## src/design/canirq_pkg.sv

```systemverilog
// package: register map, field positions and reset values for the CAN interrupt aggregator
package canirq_pkg;

	// ======================================================
	// sizes
	localparam int CANIRQ_SLOTS = 16;
	localparam int CANIRQ_ERRS = 3;
	localparam int CANIRQ_GROUPS = 3;
	localparam int CANIRQ_AW = 8;
	localparam int CANIRQ_DW = 32;
	localparam int CANIRQ_WAKE_CW = 8;

	// ======================================================
	// register byte offsets
	localparam logic [7:0] CANIRQ_OFS_CTRL = 8'h00;
	localparam logic [7:0] CANIRQ_OFS_SLOT_STAT = 8'h04;
	localparam logic [7:0] CANIRQ_OFS_ERR_STAT = 8'h08;
	localparam logic [7:0] CANIRQ_OFS_SLOT_MASK = 8'h0c;
	localparam logic [7:0] CANIRQ_OFS_ERR_MASK = 8'h10;
	localparam logic [7:0] CANIRQ_OFS_GRP_FLAG = 8'h14;
	localparam logic [7:0] CANIRQ_OFS_GRP_EN = 8'h18;
	localparam logic [7:0] CANIRQ_OFS_PENDING = 8'h1c;
	localparam logic [7:0] CANIRQ_OFS_WAKE = 8'h20;
	localparam logic [7:0] CANIRQ_OFS_SLOT_KIND = 8'h24;

	// ======================================================
	// field positions
	localparam int CANIRQ_CTRL_SPLIT = 0;
	localparam int CANIRQ_CTRL_WROUTE = 1;
	localparam int CANIRQ_ERR_BUS = 0;
	localparam int CANIRQ_ERR_PASSIVE = 1;
	localparam int CANIRQ_ERR_BUSOFF = 2;
	localparam int CANIRQ_GRP_RX = 0;
	localparam int CANIRQ_GRP_TX = 1;
	localparam int CANIRQ_GRP_ERR = 2;
	localparam int CANIRQ_WAKE_TMR = 0;
	localparam int CANIRQ_WAKE_EXT = 1;
	localparam int CANIRQ_WAKE_CNT_LSB = 8;

	// ======================================================
	// reset values
	localparam logic [1:0] CANIRQ_CTRL_RST = 2'h0;
	localparam logic [15:0] CANIRQ_SLOT_RST = 16'h0000;
	localparam logic [2:0] CANIRQ_ERR_RST = 3'h0;
	localparam logic [2:0] CANIRQ_GRP_RST = 3'h0;
	localparam logic [1:0] CANIRQ_WAKE_RST = 2'h0;
	localparam logic [7:0] CANIRQ_WCNT_RST = 8'h00;

endpackage

```

## src/design/canirq_top.sv

```systemverilog
// can interrupt aggregator: status latching, masking, request routing and group flags
//
// The register offsets and the plain strobed port were decided locally.
`timescale 1ns/1ps

// Summary of operation
// - latch tx and rx completion per slot
// - latch bus error, passive, bus-off
// - split select low: one ORed request
// - split select high: three category requests
// - combined request follows masked status bits
// - combined rising edge sets all flags
// - combined edge sets enabled pending bits
// - held combined request makes no edge
// - software clears status and flags
// - combined re-arms after flags, status clear
// - masked reception raises receive request
// - masked transmission raises transmit request
// - masked error event raises error request
// - receive edge sets flag, first pending
// - transmit edge sets flag, second pending
// - error edge sets flag, third pending
// - held error request changes nothing
// - rx/tx re-arm when flag cleared
// - error re-arms after flag, status clear
// - wake-up from receive pin activity
// - transmit completion sets slot status bit
module canirq_top #(
	parameter int SLOTS = canirq_pkg::CANIRQ_SLOTS,
	parameter int WAKE_CW = canirq_pkg::CANIRQ_WAKE_CW
) (
	input wire logic clk_sys,
	input wire logic rst_n,
	input wire logic clk_en,
	// register port
	input wire logic [canirq_pkg::CANIRQ_AW-1:0] reg_addr,
	input wire logic [canirq_pkg::CANIRQ_DW-1:0] reg_wdata,
	input wire logic reg_wr,
	input wire logic reg_rd,
	output logic [canirq_pkg::CANIRQ_DW-1:0] reg_rdata,
	// protocol engine events, same clock, one-cycle pulses
	input wire logic [SLOTS-1:0] slot_tx_done,
	input wire logic [SLOTS-1:0] slot_rx_done,
	input wire logic bus_error_evt,
	input wire logic err_passive_evt,
	input wire logic bus_off_evt,
	// shared receive pin, asynchronous
	input wire logic can_receive_pin,
	// requests toward the cpu interrupt controller
	output logic combined_request,
	output logic receive_request,
	output logic transmit_request,
	output logic error_request,
	output logic [canirq_pkg::CANIRQ_GROUPS-1:0] group_request_flag,
	output logic [canirq_pkg::CANIRQ_GROUPS-1:0] pending_request_bit,
	output logic wake_request
);
	import canirq_pkg::*;

	// ======================================================
	// helpers
	function automatic logic [CANIRQ_DW-1:0] pad_word(input logic [SLOTS-1:0] v);
		logic [CANIRQ_DW-1:0] w;
		w = '0;
		w[SLOTS-1:0] = v;
		return w;
	endfunction

	// write-zero-to-clear with hardware set winning
	function automatic logic [SLOTS-1:0] w0c_slot(input logic [SLOTS-1:0] cur,
		input logic [SLOTS-1:0] set, input logic hit, input logic [SLOTS-1:0] wd);
		logic [SLOTS-1:0] clr;
		clr = hit ? ~wd : '0;
		return (cur & ~clr) | set;
	endfunction

	function automatic logic [2:0] w0c_3(input logic [2:0] cur, input logic [2:0] set,
		input logic hit, input logic [2:0] wd);
		logic [2:0] clr;
		clr = hit ? ~wd : 3'h0;
		return (cur & ~clr) | set;
	endfunction

	// ======================================================
	// registers
	logic [1:0] can_control_one_reg;
	logic [SLOTS-1:0] slot_irq_status_reg;
	logic [SLOTS-1:0] slot_kind_rx_reg;
	logic [2:0] error_irq_status_reg;
	logic [SLOTS-1:0] slot_irq_mask_reg;
	logic [2:0] error_irq_mask_reg;
	logic [2:0] group_flag_reg;
	logic [2:0] group_request_enable_reg;
	logic [2:0] pending_reg;
	logic [2:0] hold_reg;
	logic comb_hold_reg;
	logic [1:0] wake_flag_reg;
	logic [WAKE_CW-1:0] wake_count_reg;
	logic pin_s1_reg;
	logic pin_s2_reg;
	logic pin_s3_reg;
	logic [CANIRQ_DW-1:0] rdata_reg;

	logic split_mode;
	logic wr_ctrl, wr_slot_stat, wr_err_stat, wr_slot_mask, wr_err_mask;
	logic wr_grp_flag, wr_grp_en, wr_pending, wr_wake;
	logic [2:0] err_evt;
	logic [SLOTS-1:0] slot_set;
	logic rx_evt_masked, tx_evt_masked, err_level, comb_level;
	logic [2:0] split_trig;
	logic comb_trig;
	logic [2:0] flag_set, pend_set;
	logic pin_fall;
	logic [1:0] wake_set;

	assign split_mode = can_control_one_reg[CANIRQ_CTRL_SPLIT];

	// ======================================================
	// address decode
	assign wr_ctrl = reg_wr && reg_addr == CANIRQ_OFS_CTRL;
	assign wr_slot_stat = reg_wr && reg_addr == CANIRQ_OFS_SLOT_STAT;
	assign wr_err_stat = reg_wr && reg_addr == CANIRQ_OFS_ERR_STAT;
	assign wr_slot_mask = reg_wr && reg_addr == CANIRQ_OFS_SLOT_MASK;
	assign wr_err_mask = reg_wr && reg_addr == CANIRQ_OFS_ERR_MASK;
	assign wr_grp_flag = reg_wr && reg_addr == CANIRQ_OFS_GRP_FLAG;
	assign wr_grp_en = reg_wr && reg_addr == CANIRQ_OFS_GRP_EN;
	assign wr_pending = reg_wr && reg_addr == CANIRQ_OFS_PENDING;
	assign wr_wake = reg_wr && reg_addr == CANIRQ_OFS_WAKE;

	// ======================================================
	// event capture
	// both completion kinds
	assign slot_set = slot_tx_done | slot_rx_done;
	assign err_evt = {bus_off_evt, err_passive_evt, bus_error_evt};

	always_ff @(posedge clk_sys or negedge rst_n) begin
		if (!rst_n) begin
			slot_irq_status_reg <= CANIRQ_SLOT_RST;
		end else if (clk_en) begin
			slot_irq_status_reg <= w0c_slot(slot_irq_status_reg, slot_set, wr_slot_stat,
				reg_wdata[SLOTS-1:0]);
		end
	end

	// remembers which completion kind last set each slot, readable at the slot kind offset; split routing uses the event pulses directly
	always_ff @(posedge clk_sys or negedge rst_n) begin
		if (!rst_n) begin
			slot_kind_rx_reg <= CANIRQ_SLOT_RST;
		end else if (clk_en) begin
			slot_kind_rx_reg <= (slot_kind_rx_reg & ~slot_set) | slot_rx_done;
		end
	end

	always_ff @(posedge clk_sys or negedge rst_n) begin
		if (!rst_n) begin
			error_irq_status_reg <= CANIRQ_ERR_RST;
		end else if (clk_en) begin
			error_irq_status_reg <= w0c_3(error_irq_status_reg, err_evt, wr_err_stat,
				reg_wdata[2:0]);
		end
	end

	// ======================================================
	// plain control registers
	always_ff @(posedge clk_sys or negedge rst_n) begin
		if (!rst_n) begin
			can_control_one_reg <= CANIRQ_CTRL_RST;
		end else if (clk_en && wr_ctrl) begin
			can_control_one_reg <= reg_wdata[1:0];
		end
	end

	always_ff @(posedge clk_sys or negedge rst_n) begin
		if (!rst_n) begin
			slot_irq_mask_reg <= CANIRQ_SLOT_RST;
			error_irq_mask_reg <= CANIRQ_ERR_RST;
			group_request_enable_reg <= CANIRQ_GRP_RST;
		end else if (clk_en) begin
			if (wr_slot_mask) begin
				slot_irq_mask_reg <= reg_wdata[SLOTS-1:0];
			end
			if (wr_err_mask) begin
				error_irq_mask_reg <= reg_wdata[2:0];
			end
			if (wr_grp_en) begin
				group_request_enable_reg <= reg_wdata[2:0];
			end
		end
	end

	// ======================================================
	// request levels
	// masked status drives combined level
	assign comb_level = |(slot_irq_status_reg & slot_irq_mask_reg)
		| |(error_irq_status_reg & error_irq_mask_reg);
	assign rx_evt_masked = |(slot_rx_done & slot_irq_mask_reg);
	assign tx_evt_masked = |(slot_tx_done & slot_irq_mask_reg);
	assign err_level = |(error_irq_status_reg & error_irq_mask_reg);

	assign split_trig[CANIRQ_GRP_RX] = split_mode && rx_evt_masked && !hold_reg[CANIRQ_GRP_RX];
	assign split_trig[CANIRQ_GRP_TX] = split_mode && tx_evt_masked && !hold_reg[CANIRQ_GRP_TX];
	assign split_trig[CANIRQ_GRP_ERR] = split_mode && err_level && !hold_reg[CANIRQ_GRP_ERR];

	// single OR, no edge while held
	assign comb_trig = !split_mode && comb_level && !comb_hold_reg;

	// split hold: receive/transmit stay high until their flag is cleared,
	// error stays high until both its flag and its masked status are clear
	always_ff @(posedge clk_sys or negedge rst_n) begin
		if (!rst_n) begin
			hold_reg <= CANIRQ_GRP_RST;
		end else if (clk_en) begin
			hold_reg[CANIRQ_GRP_RX] <= split_mode && (split_trig[CANIRQ_GRP_RX]
				|| (hold_reg[CANIRQ_GRP_RX] && group_flag_reg[CANIRQ_GRP_RX]));
			hold_reg[CANIRQ_GRP_TX] <= split_mode && (split_trig[CANIRQ_GRP_TX]
				|| (hold_reg[CANIRQ_GRP_TX] && group_flag_reg[CANIRQ_GRP_TX]));
			// error needs flag and status clear
			hold_reg[CANIRQ_GRP_ERR] <= split_mode && (split_trig[CANIRQ_GRP_ERR]
				|| (hold_reg[CANIRQ_GRP_ERR]
				&& (group_flag_reg[CANIRQ_GRP_ERR] || err_level)));
		end
	end

	// combined blocks until flags and status clear
	always_ff @(posedge clk_sys or negedge rst_n) begin
		if (!rst_n) begin
			comb_hold_reg <= 1'b0;
		end else if (clk_en) begin
			comb_hold_reg <= !split_mode && (comb_trig
				|| (comb_hold_reg && (comb_level || |group_flag_reg)));
		end
	end

	// ======================================================
	// group flags and pending bits
	always_comb begin
		if (split_mode) begin
			flag_set = split_trig;
		end else begin
			flag_set = {CANIRQ_GROUPS{comb_trig}};
		end
	end

	assign pend_set = flag_set & group_request_enable_reg;

	always_ff @(posedge clk_sys or negedge rst_n) begin
		if (!rst_n) begin
			group_flag_reg <= CANIRQ_GRP_RST;
		end else if (clk_en) begin
			group_flag_reg <= w0c_3(group_flag_reg, flag_set, wr_grp_flag, reg_wdata[2:0]);
		end
	end

	// pending bits stand in for the cpu controller's request bits;
	// the cpu side may also clear them here by writing zero
	always_ff @(posedge clk_sys or negedge rst_n) begin
		if (!rst_n) begin
			pending_reg <= CANIRQ_GRP_RST;
		end else if (clk_en) begin
			pending_reg <= w0c_3(pending_reg, pend_set, wr_pending, reg_wdata[2:0]);
		end
	end

	// ======================================================
	// wake-up from the shared receive pin
	// the second and third stages feed the edge detector
	always_ff @(posedge clk_sys or negedge rst_n) begin
		if (!rst_n) begin
			pin_s1_reg <= 1'b1;
			pin_s2_reg <= 1'b1;
			pin_s3_reg <= 1'b1;
		end else if (clk_en) begin
			pin_s1_reg <= can_receive_pin;
			pin_s2_reg <= pin_s1_reg;
			pin_s3_reg <= pin_s2_reg;
		end
	end

	// recessive to dominant transition marks bus activity
	assign pin_fall = pin_s3_reg && !pin_s2_reg;

	// route by which pin carries receive
	assign wake_set[CANIRQ_WAKE_TMR] = pin_fall && !can_control_one_reg[CANIRQ_CTRL_WROUTE];
	assign wake_set[CANIRQ_WAKE_EXT] = pin_fall && can_control_one_reg[CANIRQ_CTRL_WROUTE];

	always_ff @(posedge clk_sys or negedge rst_n) begin
		if (!rst_n) begin
			wake_flag_reg <= CANIRQ_WAKE_RST;
		end else if (clk_en) begin
			if (wr_wake) begin
				wake_flag_reg <= (wake_flag_reg & reg_wdata[1:0]) | wake_set;
			end else begin
				wake_flag_reg <= wake_flag_reg | wake_set;
			end
		end
	end

	// event-counter path: counts timer-route edges only, wraps, reset only by reset
	always_ff @(posedge clk_sys or negedge rst_n) begin
		if (!rst_n) begin
			wake_count_reg <= CANIRQ_WCNT_RST[WAKE_CW-1:0];
		end else if (clk_en && wake_set[CANIRQ_WAKE_TMR]) begin
			wake_count_reg <= wake_count_reg + 1'b1;
		end
	end

	// ======================================================
	// read path, data valid the cycle after the strobe
	always_ff @(posedge clk_sys or negedge rst_n) begin
		if (!rst_n) begin
			rdata_reg <= '0;
		end else if (clk_en) begin
			if (reg_rd) begin
				case (reg_addr)
					CANIRQ_OFS_CTRL: rdata_reg <= {30'h0, can_control_one_reg};
					CANIRQ_OFS_SLOT_STAT: rdata_reg <= pad_word(slot_irq_status_reg);
					CANIRQ_OFS_ERR_STAT: rdata_reg <= {29'h0, error_irq_status_reg};
					CANIRQ_OFS_SLOT_MASK: rdata_reg <= pad_word(slot_irq_mask_reg);
					CANIRQ_OFS_ERR_MASK: rdata_reg <= {29'h0, error_irq_mask_reg};
					CANIRQ_OFS_GRP_FLAG: rdata_reg <= {29'h0, group_flag_reg};
					CANIRQ_OFS_GRP_EN: rdata_reg <= {29'h0, group_request_enable_reg};
					CANIRQ_OFS_PENDING: rdata_reg <= {29'h0, pending_reg};
					CANIRQ_OFS_WAKE: begin
						rdata_reg <= '0;
						rdata_reg[CANIRQ_WAKE_CNT_LSB +: WAKE_CW] <= wake_count_reg;
						rdata_reg[1:0] <= wake_flag_reg;
					end
					CANIRQ_OFS_SLOT_KIND: rdata_reg <= pad_word(slot_kind_rx_reg);
					default: rdata_reg <= '0;
				endcase
			end else begin
				rdata_reg <= '0;
			end
		end
	end

	// ======================================================
	// outputs
	assign reg_rdata = rdata_reg;
	assign combined_request = !split_mode && comb_level;
	assign receive_request = hold_reg[CANIRQ_GRP_RX];
	assign transmit_request = hold_reg[CANIRQ_GRP_TX];
	assign error_request = hold_reg[CANIRQ_GRP_ERR];
	assign group_request_flag = group_flag_reg;
	assign pending_request_bit = pending_reg;
	assign wake_request = |wake_flag_reg;

endmodule // canirq_top

```

## config.mk

```make
export PLATFORM = sky130hd
export DESIGN_NAME = canirq_top
export DESIGN_NICKNAME = d
export VERILOG_FILES = /design/src/design/canirq_pkg.sv /design/src/design/canirq_top.sv
export SDC_FILE = /design/constraint.sdc
export NUM_CORES = 1
export LEC_CHECK = 0
export BUFFER_PORTS_ARGS = -buffer_cell sky130_fd_sc_hd__buf_2
export CAP_MARGIN = 10
export CORE_ASPECT_RATIO = 2
export CORE_MARGIN = 2
export CORE_UTILIZATION = 55
export CTS_CLUSTER_SIZE = 30
export DETAILED_ROUTE_END_ITERATION = 16
export PLACE_DENSITY = 0.8
export SETUP_SLACK_MARGIN = 0.15
export SYNTH_ARGS = -nofsm -noshare
export SYNTH_HDL_FRONTEND = slang
export SYNTH_SLANG_ARGS = --single-unit
```

## constraint.sdc

```tcl
create_clock -name clk_sys -period 3.6 [get_ports clk_sys]
set_input_delay 0.72 -clock clk_sys [delete_from_list [all_inputs] [get_ports clk_sys]]
set_output_delay 0.72 -clock clk_sys [all_outputs]
set_load 0.01 [all_outputs]
```

=== After elaboration in Yosys (flattened, before gate mapping) ===
Index checks and enable logic that the tools add are counted.

* $add $sub $neg: 1
* Equality and inequality tests: 9
* Muxes and demuxes: 8
* Bitwise gates (word level): 27
* Reductions and logical operators: 53

{| class="wikitable"
|+ Operators by type and width
! kind !! count
|-
| case mux 16 bit (10 select lines) || 1
|-
| AND 16 bit || 5
|-
| inverter 16 bit || 3
|-
| OR 16 bit || 3
|-
| OR reduction 16 bit || 3
|-
| equality test 8 x 5 -> 1 bit, second input constant || 4
|-
| 2-to-1 mux 32 bit || 1
|-
| logical AND 1 bit || 30
|-
| equality test 8 x 4 -> 1 bit, second input constant || 2
|-
| equality test 8 x 6 -> 1 bit, second input constant || 2
|-
| 2-to-1 mux 16 bit || 1
|-
| AND 3 bit || 5
|-
| 2-to-1 mux 3 bit || 4
|-
| inverter 3 bit || 4
|-
| OR 3 bit || 3
|-
| adder 8 x 1 -> 8 bit, second input constant || 1
|-
| equality test 8 x 3 -> 1 bit, second input constant || 1
|-
| logical NOT 8 bit || 1
|-
| logical NOT 1 bit || 7
|-
| logical OR 1 bit || 6
|-
| AND reduction 2 bit || 3
|-
| OR reduction 3 bit || 2
|-
| OR 2 bit || 2
|-
| AND 2 bit || 1
|-
| other kinds (3) || 3
|}

* Register bits after elaboration: 114
* Input bits: 81
* Output and inout bits: 43
* Word-level logic and storage cells: 115

=== Logic depth before layout (Yosys ltp) ===
Gate-level depths: netlist (run 1).

* Word-level depth: 8
* Mapped depth: 7
* Gate-level depth less buffers: 5

=== Worst setup path before layout (run 1) ===
OpenSTA, ideal clock, no wires.

* Kind: input to register
* Start: input reg_addr[3] in the netlist's numbering
* End: register slot_irq_status_reg[11]
* Data arrival time: 2026 ps
* Required time: 3477 ps
* Path slack: 1451 ps
* Stages on the path: 7
* Buffers on the path: 2
* Cells stage by stage: buf_2 or4b_4 nor2_4 nand3_2 buf_6 o21ai_0 nand2_1

* Longest elaborated chain between the ends: 6

{| class="wikitable"
|+ RTL lines
! item !! line !! RTL
|-
| start: declaration || canirq_top.sv:36 || <nowiki>input wire logic [canirq_pkg::CANIRQ_AW-1:0] reg_addr,</nowiki>
|-
| equality test 8 x 3 -> 1 bit || canirq_top.sv:121 || <nowiki>assign wr_slot_stat = reg_wr && reg_addr == CANIRQ_OFS_SLOT_STAT;</nowiki>
|-
| logical AND 1 bit || canirq_top.sv:121 ||
|-
| 2-to-1 mux 16 bit || canirq_top.sv:73 || <nowiki>clr = hit ? ~wd : '0;</nowiki>
|-
| inverter 16 bit || canirq_top.sv:74 || <nowiki>return (cur & ~clr) | set;</nowiki>
|-
| AND 16 bit || canirq_top.sv:74 ||
|-
| OR 16 bit || canirq_top.sv:74 ||
|-
| end signal: assignment || canirq_top.sv:140 || <nowiki>slot_irq_status_reg <= w0c_slot(slot_irq_status_reg, slot_set, wr_slot_stat,</nowiki>
|-
| end: declaration || canirq_top.sv:87 || <nowiki>logic [SLOTS-1:0] slot_irq_status_reg;</nowiki>
|}

Every way passes these cells.
A chain may end at the register's enable or synchronous reset.

=== Worst setup path after layout (run 1) ===
* Start: register slot_irq_mask_reg[10]
* End: output combined_request

* Longest elaborated chain between the ends: 4

{| class="wikitable"
|+ RTL lines
! item !! line !! RTL
|-
| start: declaration || canirq_top.sv:90 || <nowiki>logic [SLOTS-1:0] slot_irq_mask_reg;</nowiki>
|-
| start signal: assignment || canirq_top.sv:180 || <nowiki>slot_irq_mask_reg <= reg_wdata[SLOTS-1:0];</nowiki>
|-
| AND 16 bit || canirq_top.sv:194 || <nowiki>assign comb_level = |(slot_irq_status_reg & slot_irq_mask_reg)</nowiki>
|-
| OR reduction 16 bit || canirq_top.sv:194 ||
|-
| OR 1 bit || canirq_top.sv:195 || <nowiki>| |(error_irq_status_reg & error_irq_mask_reg);</nowiki>
|-
| logical AND 1 bit || canirq_top.sv:340 || <nowiki>assign combined_request = !split_mode && comb_level;</nowiki>
|-
| end: declaration || canirq_top.sv:50 || <nowiki>output logic combined_request,</nowiki>
|}

Every way passes these cells.

==> results of run 1 <==
[cell usage after synthesis, drive strengths merged, types with 3 or more instances]
cell and instances:
o221ai 3, clkbuf 6, nor2 17, a21oi 18
nand2 51, dfstp 3, dfrtp 95, a222oi 6
o21ai 46, a22oi 23, xnor2 3, nor3 3
mux2i 5, a22o 28, xor2 4, nor3b 3
o2bb2ai 7, or4b 3, nand3 6, nand3b 3
inv 4, a21o 9, mux2 28, buf 32
nand4 8, a221oi 13
[report_power, final]
group          total, mW  leakage (nW)  switching, mW  internal [mW]
Clock               1.00         0.159          0.408          0.594
Combinational      0.347          1.29          0.198          0.149
Sequential          1.28          1.19          0.101           1.18
[stage by stage]
step	worst slack, ns	hold slack (ns)	instances
detailed placement	0.928	0.468	625
finish	0.721	0.475	641
floorplan	1.45	0.424	466
global route	0.606	0.493	641
global placement	0.962	0.456	625
CTS	0.768	0.482	641
[final timing paths]
path | end | slack (ns)
min in group clk_sys | reg_rdata[13]$_DFFE_PN0P_ | 0.48
setup reg to reg | group_request_flag[1]$_DFFE_PN0P_ | 1.50
max in group asynchronous | pin_s2_reg$_DFFE_PN1P_ | 2.35
hold reg to reg | reg_rdata[13]$_DFFE_PN0P_ | 0.48
hold / removal | reg_rdata[4]$_DFFE_PN0P_ | 0.48
setup / recovery | combined_request | 0.72
[routing by layer]
metal	share of wire	wire length, um	global-route usage
met1	0.35	4890	0.331
met5	0	0	0
met3	0.060	840	0.0531
met2	0.53	7460	0.511
met4	0.059	827	0.188
[layout by cell type, fill, tap and decap left out, types with 3 or more instances in the layout]
master     synthesis  routed
dfrtp_1           95      95
buf_2              6      90
nand2_1           51      51
o21ai_0           37      37
a22o_1            28      28
a22oi_1           23      23
a21oi_1           18      18
mux2_2            16      16
conb_1             1      16
nor2_1            15      15
a221oi_1          13      13
mux2_4            10      10
o21ai_1            9       9
a21o_1             9       9
clkbuf_16          0       9
nand4_1            7       7
o2bb2ai_1          7       7
a222oi_1           6       6
buf_4             19       6
mux2i_1            5       5
inv_1              4       4
xor2_1             4       4
nand3_1            4       4
nand3b_1           3       3
nor3_1             3       3
xnor2_1            3       3
o221ai_1           3       3
clkbuf_8           0       3
dfstp_2            3       3
[worst max-delay path, cell delays in order (launching register included)]
cell and delay, ns:
dfrtp_1 0.46, a22o_1 0.25, a221oi_1 0.31, nand4_1 0.29
nor2_1 0.29, nor2_1 0.06, buf_2 0.14
[final cells by class]
| cell class | count | area [um2] | share of cell area |
|---|---|---|---|
| sequential | 98 | 2460 | 0.430 |
| multi-input combinational | 326 | 2290 | 0.400 |
| timing repair buffer | 97 | 515 | 0.0902 |
| clock buffer | 12 | 267 | 0.0466 |
| tap | 100 | 125 | 0.0219 |
| clock inverter | 4 | 48.8 | 0.00854 |
| inverter | 4 | 15.0 | 0.00263 |
[kinds of logic (layout without fill, tap and decap cells)]
kind of cell | Yosys count | count (layout) | share of synthesized area
AO/OA/AOI/OAI | 165 | 165 | 0.235
XOR/XNOR | 7 | 7 | 0.0124
adder cells (fa/ha/maj) | 1 | 1 | 0.00253
buffers and inverters | 42 | 117 | 0.0509
flip-flops | 98 | 98 | 0.497
multiplexers | 35 | 35 | 0.0907
other | 1 | 16 | 0.000760
AND/OR/NAND/NOR | 102 | 102 | 0.110
==> impl_metrics.json, run 1 <==
{
  "crit_type": "flop to output pin",
  "synth_top_area_cell": "dfrtp_1",
  "fp.dieArea_mm2": 0.00980,
  "design_area_mm2": 0.00571,
  "layout_min_cycle_time_ns": 2.88,
  "clockBufferDepth": 2,
  "power.total_mw": 2.63,
  "ys_ff_latch": 98,
  "yosysUniqueCellTypes": 55,
  "io_buffers": 91,
  "synth_top_area_share": 0.482,
  "synth_warnings": 0,
  "io_pins": 124,
  "drive_gt1_frac": 0.288,
  "drc_errors": 0,
  "syn_area_mm2": 0.00494,
  "start_util": 0.571,
  "nets": 618,
  "wl_per_cell_um": 21.9,
  "rr_worst_depth": 5,
  "grt_pass1_vias": 4203,
  "clk_latency_ns": 0.35,
  "fin_crit_sh": 0.800,
  "grt_pass1_wl_um": 21700,
  "routed_wl_um": 14000,
  "tns_ns": 0,
  "htree_levels": 3,
  "power_density_mw_per_mm2": 461,
  "worst_pin_slew_ns": 0.897,
  "row_count": 48,
  "cts_tree": "done",
  "drt-pass1-iter-count": 6,
  "clk_pin_slew_ns": 0.07,
  "synthFlopType": "dfrtp_1",
  "hold_class": "input port to asynchronous set/reset pin",
  "track_usage": 0.295,
  "antenna_found_initial": 0,
  "ys_top_cells_by_area": "dfrtp_1 (48%), a22o_1 (5.0%), nand2_1 (3.9%)",
  "finalClockSkew_ns": 0.00573,
  "die_height_um": 138,
  "overflow": 0,
  "slew_headroom": 0.401,
  "start_kind": "flop",
  "p_leak_nw": 2.64,
  "drv_slew": 0,
  "startpoint": "slot_irq_mask_reg[10]$_DFFE_PN0P_",
  "yosysSeqAreaShare": 0.497,
  "rsz0062_at_grt": "no",
  "setup_viol": 0,
  "synthCells": 451,
  "final_hold_viol_count": 0,
  "core-area_mm2": 0.00865,
  "endpoint_kind": "output pin",
  "gp_congestion": 0.903,
  "clock_sinks": 98,
  "ant_nets": 0,
  "die_w_um": 71.0,
  "r2r_start": "slot_irq_mask_reg[10]$_DFFE_PN0P_",
  "ctsHoldBuffers": 0,
  "drv_cap": 0,
  "peakVddDrop_mv": 0.403,
  "cts-root-buf": "clkbuf_16",
  "placed_cell_area_mm2": 0.00540,
  "numCtsBuffers": 9,
  "post_cts_resize_count": 0,
  "synth_edf_count": 0,
  "dr_total_vias": 4271,
  "diodes": 0,
  "n_fill_cell": 694,
  "cts_setup_buffers": 0,
  "fmax_mhz": 347,
  "critPathArrivalTime_ns": 2.16,
  "area_growth_syn_to_layout_pct": 15.7,
  "avgSynthCellArea_um2": 10.9,
  "via_per_inst": 6.66,
  "crit_fanout": 5,
  "drt-initial-drc-count": 426,
  "grt_start_max_net_pins": 68,
  "synth-async-reset-ratio": 1.00,
  "outcome": "finished clean",
  "dpl.hpwl_um": 10200,
  "worstPathRequired_ns": 2.88,
  "final_core_util": 0.661
}
Power figures use the tool's default switching activity.
==> run 2, diff against run 1 <==
--- a/config.mk
+++ b/config.mk
@@ -9,10 +9,10 @@
 export CAP_MARGIN = 10
 export CORE_ASPECT_RATIO = 2
 export CORE_MARGIN = 2
-export CORE_UTILIZATION = 55
+export CORE_UTILIZATION = 53
 export CTS_CLUSTER_SIZE = 30
 export DETAILED_ROUTE_END_ITERATION = 16
-export PLACE_DENSITY = 0.8
+export PLACE_DENSITY = 0.78
 export SETUP_SLACK_MARGIN = 0.15
 export SYNTH_ARGS = -nofsm -noshare
 export SYNTH_HDL_FRONTEND = slang
==> constraint.sdc (replaced) <==
create_clock -name clk_sys -period 2.9 [get_ports clk_sys]
set_input_delay 0.58 -clock clk_sys [delete_from_list [all_inputs] [get_ports clk_sys]]
set_output_delay 0.58 -clock clk_sys [all_outputs]
set_load 0.01 [all_outputs]
==> run 2 against run 1 <==
Against the previous run:
- combinational power up 24%
- routed wire length up 3.7%
- die area up 3.6%
- critical endpoint unchanged
- power up 24%
- count of clock-buffer cells in the layout unchanged
- global-route usage down 0.10 points
- sequential cell count unchanged
- clock skew up 0.0020 ns
==> impl_metrics.json, run 2 (same netlist as run 1, synthesis figures left out) <==
{
  "tns_ns": 0,
  "cts_tree": "done",
  "final_common_cell": "dfrtp_1",
  "gp_congestion": 0.919,
  "grt_pass1_wl_um": 22500,
  "worst_pin_slew_ns": 0.827,
  "crit_type": "flop to output pin",
  "ctsHoldBuffers": 0,
  "pwr-share-seq": 0.488,
  "drt-initial-drc-count": 451,
  "die_w_um": 72.2,
  "drive_gt1_frac": 0.290,
  "wl_per_cell_um": 22.5,
  "die_height_um": 140,
  "startpoint": "slot_irq_mask_reg[10]$_DFFE_PN0P_",
  "swShare": 0.274,
  "endpoint_kind": "output pin",
  "post_cts_resize_count": 0,
  "track_usage": 0.294,
  "whs_ns": 0.192,
  "cts_setup_buffers": 0,
  "clock_sinks": 98,
  "clk_pin_slew_ns": 0.07,
  "intPower_mw": 2.37,
  "diodes": 0,
  "cpMostUsedCell": "nor2_1",
  "crit_fanout": 5,
  "start_kind": "flop",
  "layout_min_cycle_time_ns": 2.65,
  "clockBufferDepth": 2,
  "fin_crit_sh": 0.913,
  "dr_total_vias": 4288,
  "fp.dieArea_mm2": 0.0102,
  "final_hold_viol_count": 0,
  "io_pins": 124,
  "place_inst": 630,
  "setup_viol": 0,
  "grt_start_max_net_pins": 41,
  "area_growth_syn_to_layout_pct": 15.8,
  "p_leak_nw": 2.64,
  "row_count": 49,
  "dpl.hpwl_um": 10500,
  "overflow": 0,
  "r2r_start": "slot_irq_mask_reg[14]$_DFFE_PN0P_",
  "path_cells": "a22o_1, a221oi_1, nand4_1, nor2_1, nor2_1, buf_2",
  "clockPowerShare": 0.380,
  "cpPeakStageDelay_ns": 0.47,
  "power_density_mw_per_mm2": 571,
  "grt_pass1_vias": 4347,
  "fin_cells": 646,
  "final_cell_mix": "dfrtp_1 (95), buf_2 (90), nand2_1 (51)",
  "pwr-share-comb": 0.132,
  "clk_latency_ns": 0.35,
  "start_util": 0.548,
  "drc_errors": 0,
  "hold_class": "input port to asynchronous set/reset pin",
  "cp_slowest_cell": "dfrtp_1",
  "nets": 621,
  "routed_wl_um": 14500,
  "netSwitchingPower_uw": 895,
  "fmax_mhz": 378,
  "drt-pass1-iter-count": 6,
  "numCtsBuffers": 9,
  "drv_cap": 0,
  "drv_slew": 0,
  "r2r_slack_ns": 0.91,
  "outcome": "finished clean",
  "via_per_inst": 6.64,
  "critPathArrivalTime_ns": 2.07,
  "core-area_mm2": 0.00901,
  "io_buffers": 91,
  "ant_nets": 0,
  "final_core_util": 0.634,
  "worstPathRequired_ns": 2.32,
  "antenna_found_initial": 0,
  "htree_levels": 3,
  "finalClockSkew_ns": 0.00777,
  "peakVddDrop_mv": 0.344,
  "cts-root-buf": "clkbuf_16",
  "rsz0062_at_grt": "no",
  "slew_headroom": 0.448
}
==> run 2: changes by cell type in the layout (fill, tap and decap cells not counted), sizes merged <==
| cell | delta |
|---|---|
| clkinv | -1 |
| buf | +3 |
| inv | +1 |
==> run 2: layer usage <==
metal  up-vias  GRT usage  wire (um)
li1       1867          -          -
met1      2100      0.316       4940
met2       257      0.514       7810
met3        64     0.0561        948
met4         0      0.181        828
met5         -          0          0
==> run 2: worst paths after layout <==
check / endpoint / cells after the start
worst min-delay path: reg_rdata[4]$_DFFE_PN0P_ / 1
worst max-delay path: combined_request / 6
min in group clk_sys: error_irq_status_reg[0]$_DFFE_PN0P_ / 3
max in group asynchronous: pin_s3_reg$_DFFE_PN1P_ / 2
worst min register to register: reg_rdata[10]$_DFFE_PN0P_ / 1
worst max register to register: group_request_flag[0]$_DFFE_PN0P_ / 5
==> run 2: power by group through the flow <==
stage               clock [mW]  combinational, mW  sequential [mW]
finish                    1.24              0.432             1.59
global route              1.30              0.479             1.60
CTS                       1.25              0.430             1.59
detailed placement           0              0.426             1.61
global placement             0              0.412             1.61
floorplan                    0              0.252             1.58
==> run 2: metrics by stage <==
| step | area [um2] | power, mW | worst slack [ns] |
|---|---|---|---|
| after floorplan | 4990 | 1.83 | 0.891 |
| after global placement | 5410 | 2.02 | 0.503 |
| after detailed placement | 5410 | 2.04 | 0.477 |
| after CTS | 5720 | 3.27 | 0.284 |
| after global routing | 5720 | 3.38 | 0.164 |
| final | 5720 | 3.27 | 0.253 |
==> run 2: final cells by class <==
class | instances | area, um2
Clock buffer | 12 | 256
Clock inverter | 4 | 48.8
Fill cell | 728 | 3300
Inverter | 4 | 15.0
Multi-Input combinational cell | 326 | 2290
Sequential cell | 98 | 2460
Tap cell | 102 | 128
Timing Repair Buffer | 100 | 526
==> run 2: critical path: cells and delay by family (launching register included) <==
kind	cells	cell delay, ns
compound gates	2	0.53
buf+inv	1	0.15
flops	1	0.47
simple gates	3	0.56
